`src/verilog/vi_pkg.sv`:
```
package vi_pkg;

   // -----------------------------------------------------------------
   // stream format
   // -----------------------------------------------------------------
   localparam int VI_BPS = 8;
   localparam int VI_SEQ = 3;
   localparam int VI_PAR = 1;
   localparam int VI_DATA_W = VI_BPS * VI_PAR;
   localparam logic [17:0] VI_SEQ_W = 18'h00003;

   // -----------------------------------------------------------------
   // start-up geometry, 640 x 480
   // -----------------------------------------------------------------
   localparam logic [15:0] VI_MAX_WIDTH = 16'h0280;
   localparam logic [15:0] VI_MAX_HEIGHT = 16'h01E0;

   // -----------------------------------------------------------------
   // packet types and control packet symbol positions
   // -----------------------------------------------------------------
   localparam logic [3:0] VI_TYPE_VIDEO = 4'h0;
   localparam logic [3:0] VI_TYPE_CTRL = 4'hF;
   localparam logic [3:0] VI_IDX_HEIGHT = 4'h4;
   localparam logic [3:0] VI_IDX_ILACE = 4'h8;
   localparam logic [3:0] VI_IDX_DONE = 4'h9;
   localparam int VI_ILACE_BIT = 3;
   localparam int VI_FIELD_BIT = 2;

   // -----------------------------------------------------------------
   // field types and build options
   // -----------------------------------------------------------------
   localparam logic FIELD_TYPE_EVEN = 1'b0;
   localparam logic FIELD_TYPE_ODD = 1'b1;
   localparam logic VI_INIT_FIELD = FIELD_TYPE_EVEN;
   localparam logic VI_PASS_THROUGH = 1'b0;
   localparam logic VI_CTRL_OVERRIDE = 1'b0;
   localparam logic VI_RUNTIME_CTRL = 1'b0;

   typedef enum logic [5:0] {
      VI_ST_HDR = 6'h01,
      VI_ST_CTRL = 6'h02,
      VI_ST_VIDEO = 6'h04,
      VI_ST_PASS = 6'h08,
      VI_ST_DROP = 6'h10,
      VI_ST_FLUSH = 6'h20
   } vi_state_t;

endpackage : vi_pkg

```
`src/verilog/vi_interlacer.sv`:
```
`timescale 1ns/100ps
module vi_interlacer import vi_pkg::*; #(
   parameter logic INITIAL_FIELD = VI_INIT_FIELD,
   parameter logic PASS_THROUGH = VI_PASS_THROUGH,
   parameter logic CTRL_OVERRIDE = VI_CTRL_OVERRIDE,
   parameter logic RUNTIME_CTRL = VI_RUNTIME_CTRL
) (
   input wire logic core_clk,
   input wire logic rst,
   input wire logic [VI_DATA_W-1:0] din_data,
   input wire logic din_sop,
   input wire logic din_eop,
   input wire logic din_valid,
   output logic din_ready,
   output logic [VI_DATA_W-1:0] dout_data,
   output logic dout_sop,
   output logic dout_eop,
   output logic dout_valid,
   input wire logic dout_ready,
   input wire logic rt_go,
   output logic rt_busy,
   output logic field_next
);

   // -----------------------------------------------------------------
   // declarations
   // -----------------------------------------------------------------
   vi_state_t state;
   vi_state_t next_state;
   logic take;
   logic [3:0] nib;
   logic push_valid;
   logic [VI_DATA_W-1:0] push_data;
   logic push_sop;
   logic push_eop;
   logic [VI_DATA_W-1:0] pend_data;
   logic pend_sop;
   logic pend_eop;
   logic [VI_DATA_W-1:0] skid_data;
   logic skid_sop;
   logic skid_eop;
   logic skid_valid;
   logic next_skid_valid;
   logic out_free;
   logic [15:0] cur_w;
   logic [15:0] cur_h;
   logic [15:0] ctl_w;
   logic [15:0] ctl_h;
   logic [3:0] ctl_ilace;
   logic [3:0] ilace_nib;
   logic [3:0] idx;
   logic in_ilace;
   logic field;
   logic ctrl_field;
   logic res_chg;
   logic [17:0] samp;
   logic [15:0] line;
   logic [17:0] line_samps;
   logic samp_last;
   logic kept;
   logic go_ok;
   logic ctrl_apply;

   // -----------------------------------------------------------------
   // stream decode helpers
   // -----------------------------------------------------------------
   assign take = din_valid & din_ready;
   assign nib = din_data[3:0];
   // one line is width pixels times planes in sequence
   assign line_samps = 18'(18'(cur_w) * VI_SEQ_W);
   assign samp_last = (samp == line_samps - 18'h00001);
   // even field keeps even lines, lines past the height are spare
   assign kept = (line[0] == field) && (line < cur_h);
   assign go_ok = !RUNTIME_CTRL || rt_go;
   assign ilace_nib = (idx == VI_IDX_ILACE) ? nib : ctl_ilace;
   assign res_chg = (ctl_w != cur_w) || (ctl_h != cur_h);
   assign ctrl_apply = (state == VI_ST_CTRL) && take && din_eop && (idx >= VI_IDX_ILACE);

   // field for the next frame as set by a control packet
   always_comb begin
      if (CTRL_OVERRIDE && !ilace_nib[VI_ILACE_BIT]) begin
         ctrl_field = ilace_nib[VI_FIELD_BIT];
      end else if (res_chg) begin
         ctrl_field = INITIAL_FIELD;
      end else begin
         ctrl_field = field;
      end
   end

   // -----------------------------------------------------------------
   // packet state machine and push selection
   // -----------------------------------------------------------------
   // a progressive frame is delayed one kept word so eop can land on it
   always_comb begin
      next_state = state;
      push_valid = 1'b0;
      push_data = din_data;
      push_sop = din_sop;
      push_eop = din_eop;
      case (state)
         VI_ST_HDR: begin
            if (take && din_sop) begin
               if (nib == VI_TYPE_CTRL) begin
                  push_valid = 1'b1;
                  next_state = din_eop ? VI_ST_HDR : VI_ST_CTRL;
               end else if (nib == VI_TYPE_VIDEO && in_ilace) begin
                  push_valid = PASS_THROUGH;
                  next_state = din_eop ? VI_ST_HDR : (PASS_THROUGH ? VI_ST_PASS : VI_ST_DROP);
               end else if (nib == VI_TYPE_VIDEO) begin
                  next_state = din_eop ? VI_ST_FLUSH : VI_ST_VIDEO;
               end else begin
                  push_valid = 1'b1;
                  next_state = din_eop ? VI_ST_HDR : VI_ST_PASS;
               end
            end
         end
         VI_ST_CTRL: begin
            if (take) begin
               push_valid = 1'b1;
               if (idx == VI_IDX_ILACE && !nib[VI_ILACE_BIT]) begin
                  // progressive frame leaves as a field of the chosen type
                  push_data = {din_data[VI_DATA_W-1:4], 1'b1, ctrl_field, 2'b00};
               end
               next_state = din_eop ? VI_ST_HDR : VI_ST_CTRL;
            end
         end
         VI_ST_PASS: begin
            if (take) begin
               push_valid = 1'b1;
               next_state = din_eop ? VI_ST_HDR : VI_ST_PASS;
            end
         end
         VI_ST_DROP: begin
            next_state = (take && din_eop) ? VI_ST_HDR : VI_ST_DROP;
         end
         VI_ST_VIDEO: begin
            if (take) begin
               if (kept || din_eop) begin
                  push_valid = 1'b1;
                  push_data = pend_data;
                  push_sop = pend_sop;
                  push_eop = din_eop && !kept;
               end
               if (din_eop) begin
                  next_state = kept ? VI_ST_FLUSH : VI_ST_HDR;
               end
            end
         end
         VI_ST_FLUSH: begin
            push_data = pend_data;
            push_sop = pend_sop;
            push_eop = 1'b1;
            if (!skid_valid) begin
               push_valid = 1'b1;
               next_state = VI_ST_HDR;
            end
         end
         default: begin
            next_state = VI_ST_HDR;
         end
      endcase
   end

   always_ff @(posedge core_clk) begin
      if (rst) begin
         state <= VI_ST_HDR;
      end else begin
         state <= next_state;
      end
   end

   // -----------------------------------------------------------------
   // held word of a progressive frame
   // -----------------------------------------------------------------
   always_ff @(posedge core_clk) begin
      if (rst) begin
         pend_data <= '0;
         pend_sop <= 1'b0;
         pend_eop <= 1'b0;
      end else if (state == VI_ST_HDR && take && nib == VI_TYPE_VIDEO && !in_ilace) begin
         pend_data <= din_data;
         pend_sop <= 1'b1;
         pend_eop <= 1'b0;
      end else if (state == VI_ST_VIDEO && take && kept) begin
         pend_data <= din_data;
         pend_sop <= 1'b0;
         pend_eop <= din_eop;
      end
   end

   // -----------------------------------------------------------------
   // sample, line and control symbol counters
   // -----------------------------------------------------------------
   always_ff @(posedge core_clk) begin
      if (rst) begin
         samp <= '0;
         line <= '0;
         idx <= '0;
      end else if (state == VI_ST_HDR && take) begin
         samp <= '0;
         line <= '0;
         idx <= '0;
      end else if (state == VI_ST_VIDEO && take) begin
         if (samp_last) begin
            samp <= '0;
            line <= line + 16'h0001;
         end else begin
            samp <= samp + 18'h00001;
         end
      end else if (state == VI_ST_CTRL && take && idx != VI_IDX_DONE) begin
         idx <= idx + 4'h1;
      end
   end

   // width, height and interlace nibbles, most significant first
   always_ff @(posedge core_clk) begin
      if (rst) begin
         ctl_w <= VI_MAX_WIDTH;
         ctl_h <= VI_MAX_HEIGHT;
         ctl_ilace <= '0;
      end else if (state == VI_ST_CTRL && take) begin
         if (idx < VI_IDX_HEIGHT) begin
            ctl_w <= {ctl_w[11:0], nib};
         end else if (idx < VI_IDX_ILACE) begin
            ctl_h <= {ctl_h[11:0], nib};
         end else if (idx == VI_IDX_ILACE) begin
            ctl_ilace <= nib;
         end
      end
   end

   // -----------------------------------------------------------------
   // working geometry and field selection
   // -----------------------------------------------------------------
   // a truncated control packet is forwarded but changes nothing
   always_ff @(posedge core_clk) begin
      if (rst) begin
         cur_w <= VI_MAX_WIDTH;
         cur_h <= VI_MAX_HEIGHT;
         in_ilace <= 1'b0;
      end else if (ctrl_apply) begin
         cur_w <= ctl_w;
         cur_h <= ctl_h;
         in_ilace <= ilace_nib[VI_ILACE_BIT];
      end
   end

   always_ff @(posedge core_clk) begin
      if (rst) begin
         field <= INITIAL_FIELD;
      end else if (ctrl_apply) begin
         field <= ctrl_field;
      end else if (state == VI_ST_VIDEO && take && din_eop && !CTRL_OVERRIDE) begin
         field <= ~field;
      end
   end

   // -----------------------------------------------------------------
   // two-entry output buffer: output register plus skid entry
   // -----------------------------------------------------------------
   assign out_free = !dout_valid || dout_ready;

   always_comb begin
      if (skid_valid) begin
         next_skid_valid = !out_free;
      end else begin
         next_skid_valid = push_valid && !out_free;
      end
   end

   // a push only happens while the skid entry is empty, so none is lost
   always_ff @(posedge core_clk) begin
      if (rst) begin
         dout_valid <= 1'b0;
         dout_data <= '0;
         dout_sop <= 1'b0;
         dout_eop <= 1'b0;
      end else if (out_free) begin
         dout_valid <= skid_valid || push_valid;
         dout_data <= skid_valid ? skid_data : push_data;
         dout_sop <= skid_valid ? skid_sop : push_sop;
         dout_eop <= skid_valid ? skid_eop : push_eop;
      end
   end

   always_ff @(posedge core_clk) begin
      if (rst) begin
         skid_valid <= 1'b0;
         skid_data <= '0;
         skid_sop <= 1'b0;
         skid_eop <= 1'b0;
      end else begin
         skid_valid <= next_skid_valid;
         if (push_valid && !out_free) begin
            skid_data <= push_data;
            skid_sop <= push_sop;
            skid_eop <= push_eop;
         end
      end
   end

   // -----------------------------------------------------------------
   // input back-pressure and status
   // -----------------------------------------------------------------
   // registered ready: stalls while the skid entry holds a word
   always_ff @(posedge core_clk) begin
      if (rst) begin
         din_ready <= 1'b0;
      end else begin
         din_ready <= !next_skid_valid && next_state != VI_ST_FLUSH
            && (next_state != VI_ST_HDR || go_ok);
      end
   end

   always_ff @(posedge core_clk) begin
      if (rst) begin
         rt_busy <= 1'b0;
         field_next <= INITIAL_FIELD;
      end else begin
         rt_busy <= next_state != VI_ST_HDR;
         field_next <= field;
      end
   end

endmodule : vi_interlacer

```
`config.mk`:
```
export PLATFORM = sky130hd
export DESIGN_NAME = vi_interlacer
export DESIGN_NICKNAME = d
export VERILOG_FILES = /design/src/verilog/vi_pkg.sv /design/src/verilog/vi_interlacer.sv
export SDC_FILE = /design/constraint.sdc
export NUM_CORES = 1
export LEC_CHECK = 0
export ABC_AREA = 1
export BUFFER_PORTS_ARGS = -buffer_cell sky130_fd_sc_hd__buf_2
export CAP_MARGIN = 15
export CELL_PAD_IN_SITES_DETAIL_PLACEMENT = 1
export CELL_PAD_IN_SITES_GLOBAL_PLACEMENT = 2
export CORE_MARGIN = 4
export CORE_UTILIZATION = 36
export DETAILED_ROUTE_END_ITERATION = 16
export HOLD_SLACK_MARGIN = 0.06
export PLACE_DENSITY = 0.77
export RECOVER_POWER = 100
export SLEW_MARGIN = 20
export SYNTH_ARGS = -nofsm -noshare
export SYNTH_HDL_FRONTEND = slang
export SYNTH_SLANG_ARGS = --single-unit
```
`constraint.sdc`:
```
create_clock -name core_clk -period 3.6 [get_ports core_clk]
set_clock_uncertainty 0.2 [all_clocks]
set_input_delay 0.54 -clock core_clk [delete_from_list [all_inputs] [get_ports core_clk]]
set_output_delay 0.54 -clock core_clk [all_outputs]
set_load 0.02 [all_outputs]
```
==> results by group <==
Run status
  • Status: complete, no violations

GRT
  • Gr busiest metal: met2
  • First-pass GRT wire length: 43.5 mm
  • Total Routing Usage GR: 19.0%
  • Met2 global-route usage: 32.7%
  • M3 GR Usage: 2.62%
  • Largest net degree at the start of global routing: 56
  • Initial antenna violation count: 0
  • Vias in the first global route: 8553
  • Grt ovf: 0
  • GRT met1 Usage: 25.2%

Timing
  • F_max: 298 MHz
  • Worst-Margin Slew: 1240 ps
  • Setup TNS: 0 ps
  • Period utilization: 93.1%
  • Finish-stage setup viols: 0
  • Final Critical Period: 3350 ps
  • RSZ-0062 raised after global routing: false
  • Fin. max-slew vios: 0
  • Rel. slew slack: 17.3%
  • Final hold violation count: 0

Yosys
  • Dominant cell type by area after synthesis: dfxtp_1
  • Top post-synthesis cells by count: nand2_1 (283), inv_1 (210), dfxtp_1 (145)
  • Number of synthesized register bits: 145
  • Seq/Total Area, Yosys: 32.3%
  • Post-synth cell types: 49
  • Mapped Cells: 1324
  • Most used DFF post-synth: dfxtp_1
  • Synth Area per Inst: 6.78 sq um
  • Share of the synthesized area in the top cell type: 32.3%
  • Synth Warn #: 0
  • Synth top area cells: dfxtp_1 (32%), nand2_1 (12%), inv_1 (8.8%), ha_1 (7.1%), a21oi_1 (6.4%)
  • Post-synth ARST share: 0%
  • Post-synth EDFFs: 0
  • Mapped Nets: 1391
  • Count leader, synth: nand2_1
  • Syn Std Cell Area: 8980 sq um

Clock network
  • CTS resizes: 0
  • Number of hold buffers added after CTS: 0
  • Clock Tree Buf Depth: 2
  • # clock sinks: 145
  • Clock root buffer: clkbuf_16
  • Worst-Skew Late Latency: 430 ps
  • H-tree level count: 4
  • CTS tree: built
  • Post-CTS setup buffer count: 0
  • Worst-path clk slew: 80 ps
  • CTS Buf Count: 17

Setup path
  • CP Max Fanout: 13
  • Slowest CP cell: dfxtp_1
  • Reg2Reg Depth: 19
  • Worst EP arrival: 3440 ps
  • Setup crit end kind: register
  • Critical path class: register to register
  • Cell mode on critical path: nand2_1
  • Max stage delay on crit path: 380 ps
  • Worst path cell trace: inv_1 -> ha_1 -> inv_1 -> ha_1 -> nand2_1 -> nand2_1 -> a21oi_1 -> nand2_1 -> nand3_1 -> nand2_1 -> nand2_1 -> nand2_1 -> nand2_1 -> nand2_1 -> nor2_2 -> buf_2 -> nand2_1 -> nand3_1 -> a21oi_1
  • Crit start category: register
  • Critical Path RT: 3690 ps

Power and ir drop
  • P_sw: 0.000952 W
  • Power share of the sequential group: 45.9%
  • Power Density: 356 nW/um^2
  • Internal power: 0.00260 W
  • Sw Share: 26.8%
  • Logic pwr share: 4.3%
  • Pleak: 4.47 nW
  • Clock power share: 49.9%
  • Max VDD drop: 0.200 mV

Floorplan
  • Die Wd: 166 microns
  • Die ar.: 27500 sq um
  • Core ar.: 24500 sq um
  • I/O pin cnt: 29
  • Initial core utilization: 36.7%
  • DIE HEIGHT: 166 microns
  • Num rows: 57

Layout
  • NumNets Final: 1414
  • Layout area overhead: 10.8%
  • Final core occ: 40.7%
  • Share of cells above drive strength 1: 7.72%
  • N_diodes: 0

Placement
  • GP Congestion: 0.831
  • Buffers on Ports: 27
  • Dpl hpwl: 20.1 mm

Worst hold path
  • HP Class: input port to register
  • Worst Hold Depth: 3

Route
  • Vias per inst: 4.99
  • DRC Markers: 0
  • Final wirelength: 26.1 mm
  • Wirelength per Cell: 15.5 microns
  • DRT Pass-1 Iters: 6
  • Post-DRT Antenna Nets: 0
  • Vias: 8404
  • Detailed router's first-iteration violation count: 379

Flow run
  • Number of max-cap violations: 0
stage by stage:
stage	hold slack [ps]	cell area (sq um)	cells	total power, W	setup WS [ps]
after floorplan	230	8980	1324	0.00176	802
after global placement	249	9450	1652	0.00182	366
after detailed placement	254	9450	1652	0.00182	318
after CTS	167	10000	1684	0.00360	281
after global routing	183	9950	1684	0.00369	11.8
final	182	9950	1684	0.00355	250
final timing paths:
path / startpoint / to / slack (ps)
max reg2reg: cur_w[5]$_SDFFE_PP0P_ / samp[1]$_SDFFE_PP0P_ / 250
min: din_data[5] / pend_data[5]$_SDFFE_PP0P_ / 180
min reg2reg: dout_data[6]$_SDFFE_PP0N_ / dout_data[6]$_SDFFE_PP0N_ / 260
max: cur_w[5]$_SDFFE_PP0P_ / samp[1]$_SDFFE_PP0P_ / 250
layout by cell type, fill, tap and decap left out, drive strengths merged, types with 28 or more instances in the layout:
cell type / n
clkbuf: 36
nand4: 48
ha: 51
dfxtp: 145
a21oi: 118
o21ai: 93
nor2: 129
nand2: 295
inv: 230
xor2: 28
nand3: 66
final cells by class:
type                            instances  area, sq um
Fill cell                            3210        14500
Multi-Input combinational cell        921         5020
Sequential cell                       145         2900
Inverter                              222          833
Clock buffer                           18          439
Tap cell                              324          405
Timing Repair Buffer                   40          214
Clock inverter                         14          140
critical path: cells and delay by family (launching register included):
kind / cells / cell delay [ps]
AOI/OAI and AO/OA: 2 / 280
buffers and inverters: 3 / 420
and+or+nand+nor: 12 / 1260
DFF: 1 / 380
adders and majority gates: 2 / 660
layer usage:
metal	up-vias	part of all wire (%)
met5	-	0
met4	0	1.2
met3	17	1.4
met2	59	47
met1	3987	50
li1	4341	-
sequential cells by signal, indices dropped and copies added (netlist names), 6 cells and up:
signal / count
samp: 18
ctl_h: 16
ctl_w: 16
cur_h: 16
cur_w: 16
line: 16
dout_data: 8
pend_data: 8
skid_data: 8
state: 6
power groups by stage:
stage / Combinational (W) / Clock (W) / Sequential, W
finish: 0.000151 / 0.00177 / 0.00163
global route: 0.000171 / 0.00189 / 0.00163
CTS: 0.000158 / 0.00182 / 0.00163
detailed placement: 0.000158 / 0 / 0.00166
global placement: 0.000157 / 0 / 0.00166
floorplan: 0.0000856 / 0 / 0.00167
kinds of logic (layout without fill, tap and decap cells):
| group | Yosys count | count (layout) | share of synthesized area, % |
|---|---|---|---|
| flops | 145 | 145 | 32.3 |
| buf+inv | 258 | 294 | 11.4 |
| fa+ha+maj | 52 | 52 | 7.33 |
| compound gates | 249 | 249 | 15.0 |
| simple gates | 575 | 575 | 29.5 |
| xor+xnor | 45 | 45 | 4.47 |
(Power assumes the default switching activity.)
